File: src/pgr_pkg.sv
// Shared constants and types for the PCI grant/request pin block.
// Assumes a single 20 MHz core clock; no software-visible registers.
package pgr_pkg;

	localparam int unsigned N_EXT        = 4;
	localparam int unsigned GNT_OWN_IDX  = 0;
	localparam int unsigned N_MASTERS    = N_EXT + 1;
	localparam int unsigned DEV_IDX      = N_EXT;
	localparam int unsigned LAST_IDX     = N_EXT - 1;
	localparam logic [3:0]  GNT_IDLE     = 4'hF;
	localparam logic [4:0]  GRANT_RESET  = 5'h00;
	localparam logic [4:0]  LAST_RESET   = 5'h10;
	localparam logic        STRAP_RESET  = 1'b1;
	localparam real         CLK_PERIOD_NS = 50.0;

	typedef enum logic [1:0] {
		PGR_IDLE,
		PGR_OWNED,
		PGR_TURN
	} pgr_arb_state_t;

	// Device pins of the arbitration group
	typedef struct packed {
		logic [3:0] gnt_n_o;
		logic [3:0] gnt_oe_n;
		logic       req0_n_o;
		logic       req0_oe_n;
		logic       irdy_n_o;
		logic       irdy_oe_n;
		logic       lock_n_o;
		logic       lock_oe_n;
	} pgr_pins_out_t;

	typedef struct packed {
		logic [3:0] req_n_i;
		logic       gnt0_n_i;
		logic       frame_n_i;
		logic       irdy_n_i;
		logic       lock_n_i;
	} pgr_pins_in_t;

endpackage

File: src/pgr_rr_arb.sv
// Round-robin priority picker over a request vector.
// Assumes the caller decides when a new pick may take effect.
`timescale 1ns/1ps
`default_nettype none
module pgr_rr_arb #(
	parameter int unsigned N = 5
) (
	input  wire logic [N-1:0] req,
	input  wire logic [N-1:0] last,
	output logic      [N-1:0] pick
);
	logic [2*N-1:0] req2;
	logic [2*N-1:0] mask2;
	logic [2*N-1:0] hit2;

	assign req2 = {req, req};

	// --------------------------------------------------------------
	// Mask of positions after the last winner
	// --------------------------------------------------------------
	genvar gi;
	generate
		for (gi = 0; gi < 2 * N; gi++) begin : g_mask
			if (gi == 0) begin : g_first
				assign mask2[gi] = 1'b0;
			end else begin : g_rest
				assign mask2[gi] = mask2[gi-1] | last[(gi-1) % N];
			end
		end
	endgenerate

	// First request above the previous winner
	assign hit2 = (req2 & mask2) & ~((req2 & mask2) - 1'b1);

	always_comb begin
		pick = hit2[N-1:0] | hit2[2*N-1:N];
		if (req == '0) begin
			pick = '0;
		end
	end
endmodule
`default_nettype wire

File: src/pgr_top.sv
// PCI-side grant/request pin logic with strap-selected arbiter mode.
// Assumes PCI pins are synchronous to core_clk; pad wires built outside.
`timescale 1ns/1ps
`default_nettype none
module pgr_top
	import pgr_pkg::*;
#(
	parameter int unsigned N_EXT_P = pgr_pkg::N_EXT
) (
	input  wire logic                   core_clk,
	input  wire logic                   nrst,
	input  wire logic                   arbiter_enable_strap,
	input  wire logic                   test_spare2,
	input  wire pgr_pkg::pgr_pins_in_t  pins_i,
	output var  pgr_pkg::pgr_pins_out_t pins_o,
	input  wire logic                   own_req,
	input  wire logic                   own_active,
	input  wire logic                   own_ready,
	input  wire logic                   own_lock,
	output logic                        own_gnt,
	output logic                        int_arb_mode,
	output logic                        lock_busy,
	output logic [3:0]                  ext_gnt_state
);
	import pgr_pkg::*;

	// ------------------------------------------------------------
	// Reset release
	// ------------------------------------------------------------
	logic rst_m_q;
	logic rst_n_q;
	always_ff @(posedge core_clk or negedge nrst) begin
		if (!nrst) begin
			rst_m_q <= 1'b0;
			rst_n_q <= 1'b0;
		end else begin
			rst_m_q <= 1'b1;
			rst_n_q <= rst_m_q;
		end
	end

	// ------------------------------------------------------------
	// Strap capture after reset release
	// ------------------------------------------------------------
	logic strap_q;
	logic strap_done_q;
	always_ff @(posedge core_clk or negedge rst_n_q) begin
		if (!rst_n_q) begin
			strap_q      <= STRAP_RESET;
			strap_done_q <= 1'b0;
		end else if (!strap_done_q) begin
			strap_q      <= arbiter_enable_strap;
			strap_done_q <= 1'b1;
		end
	end
	assign int_arb_mode = strap_q;

	// ------------------------------------------------------------
	// Request vector and bus idle
	// ------------------------------------------------------------
	logic [N_MASTERS-1:0] req_vec;
	logic                 bus_idle;
	logic [N_MASTERS-1:0] pick;
	logic [N_MASTERS-1:0] grant_q;
	logic [N_MASTERS-1:0] last_q;
	pgr_arb_state_t       state_q;

	// four external request lines plus own_req for the device make up the five requesters
	assign req_vec  = {own_req, ~pins_i.req_n_i};
	assign bus_idle = pins_i.frame_n_i & pins_i.irdy_n_i;

	pgr_rr_arb #(
		.N    (N_MASTERS)
	) u_rr (
		.req  (req_vec),
		.last (last_q),
		.pick (pick)
	);

	// ------------------------------------------------------------
	// Internal arbiter
	// ------------------------------------------------------------
	logic [N_MASTERS-1:0] park;
	always_comb begin
		park = '0;
		if (test_spare2) begin
			park[LAST_IDX] = 1'b1;
		end else begin
			park[DEV_IDX] = 1'b1;
		end
	end

	always_ff @(posedge core_clk or negedge rst_n_q) begin
		if (!rst_n_q) begin
			grant_q <= GRANT_RESET;
			last_q  <= LAST_RESET;
			state_q <= PGR_IDLE;
		end else if (!strap_q || !strap_done_q) begin
			grant_q <= GRANT_RESET;
			state_q <= PGR_IDLE;
		end else begin
			case (state_q)
				PGR_IDLE: begin
					if (bus_idle) begin
						if (pick != '0) begin
							grant_q <= pick;
							last_q  <= pick;
							state_q <= PGR_OWNED;
						end else begin
							grant_q <= park;
						end
					end
				end
				PGR_OWNED: begin
					// Owner dropped request: retract grant once
					if ((grant_q & req_vec) == '0) begin
						grant_q <= GRANT_RESET;
						state_q <= PGR_TURN;
					end
				end
				PGR_TURN: begin
					// One dead cycle avoids two masters on the bus
					state_q <= PGR_IDLE;
				end
				default: begin
					grant_q <= GRANT_RESET;
					state_q <= PGR_IDLE;
				end
			endcase
		end
	end

	// ------------------------------------------------------------
	// Device ownership
	// ------------------------------------------------------------
	logic own_gnt_q;
	always_ff @(posedge core_clk or negedge rst_n_q) begin
		if (!rst_n_q) begin
			own_gnt_q <= 1'b0;
		end else if (strap_q) begin
			own_gnt_q <= grant_q[DEV_IDX];
		end else begin
			own_gnt_q <= ~pins_i.gnt0_n_i;
		end
	end
	assign own_gnt = own_gnt_q;

	// ------------------------------------------------------------
	// Grant and request pins
	// ------------------------------------------------------------
	logic [3:0] gnt_n_q;
	logic [3:0] gnt_oe_n_q;
	logic       req0_n_q;
	logic       req0_oe_n_q;
	always_ff @(posedge core_clk or negedge rst_n_q) begin
		if (!rst_n_q) begin
			gnt_n_q     <= GNT_IDLE;
			gnt_oe_n_q  <= GNT_IDLE;
			req0_n_q    <= 1'b1;
			req0_oe_n_q <= 1'b1;
		end else if (!strap_done_q) begin
			// Keep every pin released until the strap is known
			gnt_n_q     <= GNT_IDLE;
			gnt_oe_n_q  <= GNT_IDLE;
			req0_n_q    <= 1'b1;
			req0_oe_n_q <= 1'b1;
		end else if (strap_q) begin
			gnt_n_q     <= ~grant_q[N_EXT-1:0];
			gnt_oe_n_q  <= 4'h0;
			req0_n_q    <= 1'b1;
			req0_oe_n_q <= 1'b1;
		end else begin
			gnt_n_q     <= GNT_IDLE;
			gnt_oe_n_q  <= 4'h1;
			req0_n_q    <= ~own_req;
			req0_oe_n_q <= 1'b0;
		end
	end
	assign ext_gnt_state = ~gnt_n_q;

	// ------------------------------------------------------------
	// Initiator ready and lock
	// ------------------------------------------------------------
	logic irdy_n_q;
	logic irdy_oe_n_q;
	logic lock_hold_q;
	logic lock_busy_q;
	always_ff @(posedge core_clk or negedge rst_n_q) begin
		if (!rst_n_q) begin
			irdy_n_q    <= 1'b1;
			irdy_oe_n_q <= 1'b1;
		end else begin
			irdy_n_q    <= ~(own_ready & own_active);
			irdy_oe_n_q <= ~(own_gnt_q & own_active);
		end
	end

	always_ff @(posedge core_clk or negedge rst_n_q) begin
		if (!rst_n_q) begin
			lock_hold_q <= 1'b0;
		end else if (!own_lock) begin
			lock_hold_q <= 1'b0;
		end else if (own_gnt_q && own_active) begin
			// Held across later transactions until released
			lock_hold_q <= 1'b1;
		end
	end

	always_ff @(posedge core_clk or negedge rst_n_q) begin
		if (!rst_n_q) begin
			lock_busy_q <= 1'b0;
		end else begin
			lock_busy_q <= ~pins_i.lock_n_i & ~lock_hold_q;
		end
	end
	assign lock_busy = lock_busy_q;

	always_comb begin
		pins_o           = '0;
		pins_o.gnt_n_o   = gnt_n_q;
		pins_o.gnt_oe_n  = gnt_oe_n_q;
		pins_o.req0_n_o  = req0_n_q;
		pins_o.req0_oe_n = req0_oe_n_q;
		pins_o.irdy_n_o  = irdy_n_q;
		pins_o.irdy_oe_n = irdy_oe_n_q;
		pins_o.lock_n_o  = 1'b0;
		pins_o.lock_oe_n = ~lock_hold_q;
	end
endmodule
`default_nettype wire

File: config.mk
export PLATFORM = sky130hd
export DESIGN_NAME = pgr_top
export DESIGN_NICKNAME = d
export VERILOG_FILES = /design/src/pgr_pkg.sv /design/src/pgr_rr_arb.sv /design/src/pgr_top.sv
export SDC_FILE = /design/constraint.sdc
export NUM_CORES = 1
export LEC_CHECK = 0
export BUFFER_PORTS_ARGS = -buffer_cell sky130_fd_sc_hd__buf_2
export CELL_PAD_IN_SITES_DETAIL_PLACEMENT = 2
export CELL_PAD_IN_SITES_GLOBAL_PLACEMENT = 2
export CORE_ASPECT_RATIO = 0.7
export CORE_MARGIN = 2
export CORE_UTILIZATION = 34
export DETAILED_ROUTE_END_ITERATION = 16
export PLACE_DENSITY = 0.85
export SYNTH_ARGS = -nofsm -noshare
export SYNTH_HDL_FRONTEND = slang
export SYNTH_SLANG_ARGS = --single-unit
File: constraint.sdc
create_clock -name core_clk -period 3 [get_ports core_clk]
set_clock_uncertainty 0.15 [all_clocks]
set_input_delay 0 -clock core_clk [delete_from_list [all_inputs] [get_ports core_clk]]
set_output_delay 0 -clock core_clk [all_outputs]
set_load 0.01 [all_outputs]
# ---- After elaboration in Yosys (flattened, before gate mapping)
# Index checks and enable logic that the tools add are counted.
dict set report classes {
  add_sub_neg 1
  n_eq_ne 7
  mux 24
  bitwise_logic 27
  n_reduce_logical 11
}
# operator n
set op_table {}
lappend op_table {{$mux 5} 5}
lappend op_table {{$and 10x10->10} 2}
lappend op_table {{$pmux 5 s3} 1}
lappend op_table {{$mux 4} 3}
lappend op_table {{$not 4->4} 3}
lappend op_table {{$logic_not 5->1} 2}
lappend op_table {{$mux 1} 10}
lappend op_table {{$not 10->10} 1}
lappend op_table {{$sub 10x1->10 const B} 1}
lappend op_table {{$ne 3x3->1 const B} 3}
lappend op_table {{$mux 2} 4}
lappend op_table {{$or 1x1->1} 8}
lappend op_table {{$not 1->1} 7}
lappend op_table {{$reduce_and 3->1} 2}
lappend op_table {{$and 5x5->5} 1}
lappend op_table {{$or 5x5->5} 1}
lappend op_table {{$reduce_bool 5->1} 1}
lappend op_table {{$and 1x1->1} 4}
lappend op_table {{$pmux 2 s2} 1}
lappend op_table {{$reduce_and 4->1} 1}
lappend op_table {{$eq 2x1->1 const B} 1}
lappend op_table {{$eq 2x2->1 const B} 1}
lappend op_table {{$logic_not 1->1} 2}
lappend op_table {{$logic_not 2->1} 1}
lappend op_table {{4 further kinds} 4}
dict set report totals {
  reg_bits 31
  out_inout_bits 21
  word_cells 86
}

# ---- Depth between registers and ports, before layout
# Gate-level depths: netlist of run 1.
dict set report logic_depth {
  word_depth 19
  mapped_depth 7
  ltp_nobuf 6
}

# ---- Modules after synthesis
# Synthesis of run 1 repeated with hierarchy kept, for this count alone.
dict set report hier_totals {
  hier_cells 125
  hier_area_um2 1426.4
}
# mod n_inst cells_per_inst area_each_um2 seq_area_each_um2
set modules_own_cells {}
lappend modules_own_cells {pgr_top 1 97 1224.9 740.7}
lappend modules_own_cells {pgr_rr_arb 1 28 201.4 0.0}

# ---- Worst setup path after synthesis of run 1
# OpenSTA, ideal clock, no wires.
dict set report synth_path {
  kind {register to register}
  from {register last_q[0]}
  to {register state_q[0]}
  setup_ns 0.134
  arrival_ns 1.958
  required_time_ns 2.716
  slack_ns 0.758
  stages_incl_launch_ff 8
  synth_period_minus_slack_ns 2.242
  path_cell_list {dfrtp_1 buf_6 or4_4 nor2_2 nor3_1 or3_1 o31ai_2 o21ai_1}
}
dict set report synth_between {
  elab_chain_cells 17
}
# element line
set synth_lines {}
lappend synth_lines {{start, declared} pgr_top.sv:65} ;# logic [N_MASTERS-1:0] last_q;
lappend synth_lines {{start signal, assigned} pgr_top.sv:107} ;# last_q <= pick;
lappend synth_lines {{$or 1x1->1 (8 in series)} pgr_rr_arb.sv:27} ;# assign mask2[gi] = mask2[gi-1] | last[(gi-1) % N];
lappend synth_lines {{$and 10x10->10 *} pgr_rr_arb.sv:33} ;# assign hit2 = (req2 & mask2) & ~((req2 & mask2) - 1'b1);
lappend synth_lines {{$sub 10x1->10} pgr_rr_arb.sv:33}
lappend synth_lines {{$not 10->10} pgr_rr_arb.sv:33}
lappend synth_lines {{$and 10x10->10 *} pgr_rr_arb.sv:33}
lappend synth_lines {{$or 5x5->5 *} pgr_rr_arb.sv:36} ;# pick = hit2[N-1:0] | hit2[2*N-1:N];
lappend synth_lines {{$mux 5 *} pgr_rr_arb.sv:37} ;# if (req == '0) begin
lappend synth_lines {{$reduce_bool 5->1 *} pgr_top.sv:105} ;# if (pick != '0) begin
lappend synth_lines {{$ne 3x3->1 (no source line) *} n/a}
lappend synth_lines {{$reduce_and 3->1 (no source line) *} n/a}
lappend synth_lines {{end signal, assigned} pgr_top.sv:100} ;# state_q <= PGR_IDLE;
lappend synth_lines {{end signal, assigned} pgr_top.sv:108} ;# state_q <= PGR_OWNED;
lappend synth_lines {{end signal, assigned} pgr_top.sv:118} ;# state_q <= PGR_TURN;
lappend synth_lines {{end, declared} pgr_top.sv:66} ;# pgr_arb_state_t state_q;
# Every way passes the cells marked *; elsewhere a longest branch is shown, timed or not.
# A chain may end at the register's enable or synchronous reset.

# ---- Worst setup path in the final report of run 1
# Ends and elaborated chain as after synthesis.

==> impl_metrics.tcl, run 1 <==
set metrics [dict create \
    cts_tree "done" \
    cts_setup_buffers 0 \
    slowest_delay_ns 0.61 \
    ant_nets 0 \
    fin_tns_setup_ns 0 \
    timing.final.crit_share_pct 87.1 \
    min_to "last_q[3]$_DFFE_PN0P_" \
    crit_path_end_kind "flip-flop" \
    ioPinCount 37 \
    yosys.area.top_type "dfrtp_1" \
    synthCells 139 \
    critical_path_buf_inv_count 0 \
    ff2ff_setup_slack_ns 0.39 \
    cp.required_ns 3.00 \
    fin_area_mm2 0.00183 \
    netlist.area_leader.share_pct 29.8 \
    grt_use_total_pct 24.2 \
    area_delta_synth_final_pct 27.8 \
    p_leak_nw 0.891 \
    setup_violations 0 \
    yosys-top-cells-area "dfrtp_1, dfstp_2, nand2_1" \
    synth_warnings 0 \
    root_buffer "clkbuf_8" \
    async_flop_share_pct 100 \
    first_pass_iters 4 \
    r2r.worst_path.cells 6 \
    cp.arrival_ns 2.62 \
    fin_nets 199 \
    rsz0062_at_grt "no" \
    h-tree-depth 2 \
    fin_crit_ns 2.61 \
    core_area_mm2 0.00397 \
    hp-class "primary input to flip-flop" \
    totalWireLength_um 5000 \
    slew_violations 0 \
    power.density_mw_per_mm2 754 \
    die_y_um 58.2 \
    final_cells 236 \
    fp.dieW_um 81.5 \
    critPathKind "flip-flop to flip-flop" \
    timing.fmax_mhz 383 \
    grt_pass1_vias 1407 \
    placed_cell_area_mm2 0.00159 \
    tightest_slew_ns 1.08 \
    yosysSeqAreaShare_pct 51.8 \
    ir_drop_v 0.000439 \
    start_kind "flip-flop" \
    cts_sinks 29 \
    dr_total_vias 1281 \
    clk_latency_ns 0.29 \
    numCtsBuffers 5 \
    cp_max_fo 10 \
    dp_cells 216 \
    cts_max_path_buffers 2 \
    ys.flop_type "dfrtp_1" \
    syn-cell-area_mm2 0.00143 \
    die_area_mm2 0.00475 \
    relSlewSlack_pct 28.1 \
    rows 19 \
    cp_cell_sequence "or4_4 -> nor2_2 -> nor3_1 -> or3_1 -> o31ai_2 -> o21ai_1" \
    grt_max_degree 28 \
    max_cap_violations 0 \
    layout-drive-gt1-share_pct 33.7 \
    whs_path_depth 5 \
    clk_pin_slew_ns 0.06 \
    drt_iter0_markers 39 \
    antenna_found_initial 0 \
    r2r-end "state_q[0]$_DFFE_PN0P_" \
    ys_seq_elements 29 \
    detail_route.vias_per_cell 5.43 \
    critPathTopFamily "simple AND/OR/NAND/NOR gates" \
    gp_congestion 0.989 \
    port-buffer-count 35 \
    synth_cell_types 43 \
    min-delay-start "pins_i[2]" \
    overflow 0 \
    synth_edf_count 0 \
    wl_per_cell_um 21.2 \
    drc 0 \
    slowest_stage "or4_4" \
    avgSynthCellArea_um2 10.3 \
    r2r-start "last_q[0]$_DFFE_PN0P_" \
    holdBufCountCts 12 \
    fillCellCount 422 \
    dp.final_hpwl_um 3010 \
    start_util_pct 36.0 \
    cts_resized 0 \
    grt_pass1_wl_um 8120 \
    antenna-diode-count 0 \
    status "complete, no violations" \
    hold_viol 0 \
]
worst max path at each step:
stage / from / endpoint / slack (ns) / cells past startpoint
final: last_q[0]$_DFFE_PN0P_ / state_q[0]$_DFFE_PN0P_ / 0.39 / 6
after global routing: last_q[0]$_DFFE_PN0P_ / state_q[0]$_DFFE_PN0P_ / 0.26 / 6
after global placement: last_q[0]$_DFFE_PN0P_ / state_q[0]$_DFFE_PN0P_ / 0.66 / 6
after floorplan: last_q[0]$_DFFE_PN0P_ / state_q[0]$_DFFE_PN0P_ / 0.76 / 7
after CTS: last_q[0]$_DFFE_PN0P_ / state_q[0]$_DFFE_PN0P_ / 0.45 / 6
after detailed placement: last_q[0]$_DFFE_PN0P_ / state_q[0]$_DFFE_PN0P_ / 0.50 / 6
tightest hold or removal path: cells and delay by family:
kind	cells	cell delay [ns]
and+or+nand+nor	4	0.38
buffers and inverters	1	0.10
sequential cells by signal, indices dropped and copies added, names as in the netlist, 2 cells and up:
register	cells
gnt_oe_n_q	2
last_q	5
gnt_n_q	4
state_q	2
grant_q	5
report_power, final:
group	switching (mW)	leakage, nW	internal (mW)
Sequential	0.0942	0.349	0.444
Combinational	0.230	0.483	0.177
Clock	0.160	0.0585	0.271
Total	0.484	0.891	0.892
metal layers:
layer	share of wire, %	routed length (um)	global-route usage, %	vias up
met2	50	2510	40.3	53
met4	1.8	92	8.23	0
met3	5.8	291	6.07	11
met5	0	0	0	-
met1	42	2110	30.8	655
li1	-	-	-	562
per-stage QoR:
step                      power [mW]  util, %  setup slack [ns]  hold WS (ns)
final                           1.38     46.0             0.388        0.0807
after global routing            1.45     46.0             0.263        0.0968
after CTS                       1.35     46.0             0.448        0.0569
after detailed placement       0.907     40.0             0.505        -0.359
after global placement         0.876     40.0             0.661        -0.364
after floorplan                0.827        -             0.758        -0.446
layout by cell type, fill, tap and decap left out, types with 2 or more instances in the layout:
| cell type | n |
|---|---|
| a31oi_1 | 3 |
| o22ai_1 | 2 |
| nor4_1 | 3 |
| clkbuf_8 | 6 |
| o21ai_1 | 2 |
| or3_1 | 3 |
| or4_4 | 2 |
| o21ai_0 | 4 |
| nor2b_1 | 2 |
| conb_1 | 3 |
| nand4_1 | 2 |
| nand2b_1 | 2 |
| nand2_1 | 15 |
| mux2i_1 | 4 |
| a21oi_1 | 3 |
| nor3_1 | 4 |
| nor2_1 | 4 |
| dfrtp_1 | 17 |
| a21o_1 | 7 |
| dfstp_2 | 12 |
| dlygate4sd3_1 | 12 |
| inv_1 | 14 |
| nand3b_1 | 3 |
| buf_2 | 35 |
cell type report:
type                       instances  area [um^2]  area share [%]
inverter                          14         52.6            2.88
clock inverter                     1         30.0            1.64
clock buffer                       7         86.3            4.73
sequential                        29          741            40.6
multi-input combinational         85          548            30.0
timing repair buffer              48          303            16.6
tap                               52         65.1            3.56
cells in the mapped netlist (2+ instances only):
cell and n:
dfrtp_1 17, nand3b_1 3, buf_4 7, nor4_1 3, nand2b_1 2, nor2b_1 2
conb_1 2, o22ai_1 2, o21ai_1 2, or3_1 3, clkbuf_1 2, a31oi_1 3
o21ai_0 4, nand2_1 15, nand4_1 2, a21o_1 7, nor2_1 4, dfstp_2 12
inv_1 14, or4_4 2, a21oi_1 3, nor3_1 4, mux2i_1 4
logic make-up (layout without fill, tap and decap cells):
family | count (synthesis) | in the layout | share of synthesized area, %
compound gates | 32 | 32 | 16.7
buf+inv | 26 | 70 | 10.1
flops | 29 | 29 | 51.8
mux | 4 | 4 | 2.80
other cells | 2 | 3 | 0.526
simple gates | 46 | 46 | 18.0
Power figures use the tool's default switching activity.
==> run 2, diff against run 1 <==
Settings changed: CORE_UTILIZATION 34 to 33, PLACE_DENSITY 0.85 to 0.81, SYNTH_HIERARCHICAL from default to 1.
Clock period 3 ns to 2.9 ns, I/O delays scaled along.
==> run 2 against run 1 <==
Effect of this change: design area rose by 2.3%; register-to-register slack got worse by 0.34 ns; sequential power fell by 19%; clock power rose by 1%; utilization rose by 0.21 points; hold slack got worse by 0.011 ns; worst setup slack got worse by 0.34 ns; maximum frequency fell by 8.4%; combinational power fell by 79%; largest cell class unchanged; highest routed layer unchanged.
==> impl_metrics.tcl, run 2 <==
set metrics [dict create \
    status "complete, no violations" \
    cp.arrival_ns 2.86 \
    rows 19 \
    whs_path_depth 5 \
    r2r-start "last_q[1]$_DFFE_PN0P_" \
    synthTopCellsByCount "dfrtp_1, inv_1, dfstp_2" \
    grt_pass1_wl_um 7030 \
    antenna_found_initial 0 \
    grt_pass1_vias 1282 \
    max_cap_violations 0 \
    switching_power_uw 214 \
    wl_met3_um 153 \
    timing.final.crit_share_pct 98.3 \
    tightest_slew_ns 1.07 \
    detail_route.vias_per_cell 5.15 \
    r2r.worst_path.cells 6 \
    clk_latency_ns 0.28 \
    start_util_pct 35.3 \
    final_cell_mix "buf_2, dfrtp_1, inv_1" \
    dp.final_hpwl_um 2960 \
    gp_congestion 0.856 \
    cp_max_fo 8 \
    yosys.area.top_type "dfrtp_1" \
    ir_drop_v 0.000307 \
    biggestRegsByFlops "grant_q: 5 flops, last_q: 5 flops, gnt_n_q: 4 flops" \
    dr_total_vias 1169 \
    layout_commonest_cell "buf_2" \
    power_frac_seq_pct 45.6 \
    synthCells 125 \
    setup_ws_ns 0.0482 \
    r2r-end "last_q[1]$_DFFE_PN0P_" \
    h-tree-depth 2 \
    core_area_mm2 0.00404 \
    dp_cells 206 \
    avgSynthCellArea_um2 11.4 \
    yosysSeqAreaShare_pct 51.9 \
    slew_violations 0 \
    drt_iter0_markers 74 \
    crit_path_end_kind "flip-flop" \
    cts_sinks 29 \
    syn-cell-area_mm2 0.00143 \
    totalWireLength_um 4430 \
    netlist.area_leader.share_pct 29.8 \
    wl_per_cell_um 19.5 \
    first_pass_iters 4 \
    async_flop_share_pct 100 \
    port-buffer-count 35 \
    ioPinCount 37 \
    critPathKind "flip-flop to flip-flop" \
    ant_nets 0 \
    synth_edf_count 0 \
    yosysMostFrequentCell "dfrtp_1" \
    fin_nets 190 \
    internal-power_uw 740 \
    cts_tree "done" \
    timing.fmax_mhz 351 \
    p_leak_nw 0.868 \
    ff2ff_setup_slack_ns 0.05 \
    drt-met1-wl_um 1820 \
    root_buffer "clkbuf_8" \
    fin_crit_ns 2.85 \
    min-delay-start "pins_i[4]" \
    start_kind "flip-flop" \
    hold_ws_ns 0.0702 \
    highest_layer "met4" \
    place_ws_ns 0.105 \
    overflow 0 \
    hold_viol 0 \
    cts_max_path_buffers 2 \
    grt_max_degree 28 \
    hp-class "primary input to flip-flop" \
    final_cells 227 \
    die_y_um 59.0 \
    layout-drive-gt1-share_pct 42.9 \
    drc 0 \
    numCtsBuffers 5 \
    die_area_mm2 0.00487 \
    setup_violations 0 \
    switching_share_pct 22.5 \
    synth_warnings 6 \
    dr_wl_met2_um 2390 \
    antenna-diode-count 0 \
    power.density_mw_per_mm2 511 \
    yosys-top-cells-area "dfrtp_1, dfstp_2, mux2i_1" \
    combPwrFrac_pct 8.8 \
    grt_use_total_pct 20.5 \
    synth_cell_types 39 \
    p_clk_share_pct 45.6 \
    min_to "grant_q[1]$_DFFE_PN0P_" \
    cp.required_ns 2.91 \
    ys.flop_type "dfrtp_1" \
    clk_pin_slew_ns 0.06 \
    fp.dieW_um 82.6 \
    power_uw 954 \
    area_delta_synth_final_pct 30.9 \
    ys_seq_elements 29 \
    relSlewSlack_pct 29.0 \
]
[run 2: changes by cell type in the layout (fill, tap and decap cells not counted), moves of 3 or more]
cell / previous run / this run
a21o_1: 7 / 1
mux2_2: 0 / 4
nand2_1: 15 / 11
nor4_1: 3 / 0
or3_1: 3 / 0
[run 2: cell families (layout without fill, tap and decap cells)]
kind of cell / after synthesis / after routing / synth area share (%)
AO/OA/AOI/OAI: 24 / 24 / 16.1
buffers and inverters: 24 / 73 / 9.21
flip-flops: 29 / 29 / 51.9
multiplexers: 10 / 10 / 7.37
other: 2 / 3 / 0.527
AND/OR/NAND/NOR: 36 / 36 / 14.9
[run 2: how the worst max path moves through the flow]
stage                     cells after the start                     to                   from  slack (ns)
after floorplan                               7  last_q[1]$_DFFE_PN0P_  last_q[0]$_DFFE_PN0P_        0.22
after global placement                        6  last_q[3]$_DFFE_PN0P_  last_q[1]$_DFFE_PN0P_        0.21
after detailed placement                      6  last_q[1]$_DFFE_PN0P_  last_q[1]$_DFFE_PN0P_        0.11
after CTS                                     6  last_q[1]$_DFFE_PN0P_  last_q[1]$_DFFE_PN0P_        0.06
after global routing                          6  last_q[1]$_DFFE_PN0P_  last_q[3]$_DFFE_PN0P_      -0.006
final                                         6  last_q[1]$_DFFE_PN0P_  last_q[1]$_DFFE_PN0P_        0.05
[run 2: final cells by class]
class	count	area [um^2]
fill	430	2170
sequential	29	742
multi-input combinational	73	569
timing repair buffer	50	318
clock buffer	7	86.3
tap	52	65.1
inverter	15	56.3
clock inverter	1	30.0
[run 2: power groups by stage]
stage,sequential (mW),combinational [mW],clock [mW]
2_1_floorplan,0.441,0.0397,0
3_3_place_gp,0.441,0.0649,0
3_5_place_dp,0.442,0.0685,0
4_1_cts,0.435,0.0819,0.444
5_1_grt,0.438,0.0909,0.465
6_report,0.435,0.0838,0.435
[run 2: worst max-delay path, stage by stage (launching register included)]
cell and delay (ns):
dfrtp_2 0.46, or4_4 0.54, o2111ai_1 0.24, o2bb2ai_2 0.11
or4_4 0.52, o2111ai_4 0.31, mux2_2 0.39
[run 2: repair_timing]
action,in CTS,in global routing
endpoints found under the hold margin,11,0
buffers inserted,0,1
setup endpoints to repair,0,2
hold buffers,12,0
gates resized for setup,0,3
[run 2: metrics by stage]
stage | util, % | instance area, um^2 | setup TNS (ns)
CTS | 45.7 | 1850 | 0
global route | 46.2 | 1870 | -0.00600
floorplan | - | 1430 | 0
global placement | 39.8 | 1610 | 0
finish | 46.2 | 1870 | 0
detailed placement | 39.8 | 1610 | 0
[run 2: metal layers]
metal,up-vias,track usage (%)
met5,-,0
met4,0,5.62
met3,9,4.73
met2,32,37.0
met1,609,24.7
li1,519,-
==> run 3, diff against run 2 <==
Settings changed: PLACE_DENSITY 0.81 to 0.83.
==> run 3 against run 2 <==
Effect of this change: worst setup slack worse by 0.044 ns; flip-flop and latch count unchanged; total power down 6.8%; sequential power about the same; clock-buffer cell count unchanged; register-to-register slack worse by 0.04 ns; sequential share of layout area down 0.21 points; non-clock buffer count up 3; die area unchanged; first-iteration DRC count down 12%; hold slack worse by 0.015 ns.
==> impl_metrics.tcl, run 3 (same netlist as run 2, synthesis figures left out) <==
set metrics [dict create \
    fin_crit_ns 2.90 \
    totalWireLength_um 4460 \
    die_y_um 59.0 \
    ioPinCount 37 \
    core_area_mm2 0.00404 \
    final_cell_mix "buf_2, dfrtp_1, inv_1" \
    grt_pass1_vias 1290 \
    layout_commonest_cell "buf_2" \
    cp_cell_sequence "or4_4 -> o2111ai_1 -> o2bb2ai_2 -> or4_4 -> o2111ai_4 -> mux2_2" \
    ant_nets 0 \
    drt-met1-wl_um 1880 \
    slew_violations 0 \
    fillCellCount 430 \
    wl_met3_um 218 \
    r2r-start "last_q[3]$_DFFE_PN0P_" \
    detail_route.vias_per_cell 5.07 \
    die_area_mm2 0.00487 \
    start_kind "flip-flop" \
    critPathKind "flip-flop to flip-flop" \
    fp.dieW_um 82.6 \
    cp.arrival_ns 2.91 \
    cp_max_fo 6 \
    root_buffer "clkbuf_8" \
    p_leak_nw 0.879 \
    r2r-end "last_q[1]$_DFFE_PN0P_" \
    cts_sinks 29 \
    final_cells 230 \
    grt_pass1_wl_um 6970 \
    regArea_um2 742 \
    ff2ff_setup_slack_ns 0.004 \
    first_pass_iters 4 \
    crit_path_end_kind "flip-flop" \
    start_util_pct 35.3 \
    overflow 0 \
    dp.final_hpwl_um 2870 \
    antenna_found_initial 0 \
    slowest_delay_ns 0.60 \
    dp_cells 206 \
    timing.final.crit_share_pct 99.9 \
    cts_tree "done" \
    slowest_stage "or4_4" \
    cts_max_path_buffers 2 \
    dr_wl_met2_um 2270 \
    min-delay-start "pins_i[4]" \
    timing.fmax_mhz 345 \
    cp.required_ns 2.91 \
    fin_nets 193 \
    h-tree-depth 2 \
    drt_iter0_markers 65 \
    max_cap_violations 0 \
    biggestRegsByFlops "grant_q: 5 flops, last_q: 5 flops, gnt_n_q: 4 flops" \
    critPathMostFrequentCell "or4_4" \
    rows 19 \
    port-buffer-count 35 \
    numCtsBuffers 5 \
    clk_latency_ns 0.28 \
    area_delta_synth_final_pct 31.6 \
    clk_pin_slew_ns 0.07 \
    highest_layer "met4" \
    dr_total_vias 1165 \
    grt_use_total_pct 20.6 \
    status "complete, no violations" \
    ir_drop_v 0.000260 \
    tightest_slew_ns 1.09 \
    power.density_mw_per_mm2 474 \
    antenna-diode-count 0 \
    multi_input_area_um2 569 \
    fin_util_pct 46.4 \
    hold_viol 0 \
    r2r.worst_path.cells 6 \
    crit_path_start "last_q[3]$_DFFE_PN0P_" \
    setup_violations 0 \
    hp-class "primary input to flip-flop" \
    whs_path_depth 5 \
    gp_congestion 0.857 \
    drc 0 \
    layout-drive-gt1-share_pct 43.8 \
    min_to "grant_q[1]$_DFFE_PN0P_" \
    wl_per_cell_um 19.4 \
    relSlewSlack_pct 27.5 \
    grt_max_degree 28 \
]
-- run 3: changes by cell type in the layout (fill, tap and decap cells not counted), sizes merged --
cell	before	now
dlygate4sd3	12	13
bufinv	1	0
clkinv	0	1
buf	38	40
-- run 3: critical path: cells and delay by family, from the launching register on --
kind / cells / cell delay (ns)
AO/OA/AOI/OAI: 3 / 0.68
multiplexers: 1 / 0.39
AND/OR/NAND/NOR: 2 / 1.13
flip-flops: 1 / 0.43
-- run 3: how the worst max path moves through the flow --
stage	cells past startpoint	end	slack (ns)
after floorplan	7	last_q[1]$_DFFE_PN0P_	0.22
after global placement	6	last_q[1]$_DFFE_PN0P_	0.21
after detailed placement	6	last_q[3]$_DFFE_PN0P_	0.07
after CTS	6	last_q[3]$_DFFE_PN0P_	0.05
after global routing	7	last_q[1]$_DFFE_PN0P_	-0.07
final	6	last_q[1]$_DFFE_PN0P_	0.004
-- run 3: timing repair --
item / in CTS / in global routing
hold buffers: 13 / 0
endpoints found under the hold margin: 12 / 0
setup endpoints to repair: 0 / 4
resized for setup: 0 / 3
setup buffers: 0 / 3
-- run 3: area by class of cell --
class	count	area share [%]
clock buffer	7	5.13
clock inverter	1	0.267
inverter	15	3.00
multi-input combinational	73	30.3
sequential	29	39.5
tap	52	3.47
timing repair buffer	53	18.3
-- run 3: per-stage QoR --
stage	total power, mW	setup TNS (ns)	hold WS [ns]	instance area [um^2]	setup WS (ns)
after detailed placement	0.510	0	-0.363	1610	0.0673
after floorplan	0.481	0	-0.446	1430	0.215
after CTS	0.899	0	0.0412	1840	0.0472
final	0.889	0	0.0549	1880	0.00403
after global routing	0.936	-0.226	0.0962	1880	-0.0743
after global placement	0.506	0	-0.365	1610	0.212
-- run 3: power by group --
group          leakage [nW]  switching, mW  internal (mW)
clock network        0.0542          0.157          0.214
logic                 0.474         0.0440         0.0389
registers             0.351         0.0134          0.422
total                 0.879          0.214          0.675
-- run 3: per-layer routing --
| layer | vias up | global-route usage (%) |
|---|---|---|
| li1 | 531 | - |
| met1 | 590 | 26.4 |
| met2 | 35 | 34.4 |
| met3 | 9 | 5.64 |
| met4 | 0 | 5.62 |
| met5 | - | 0 |
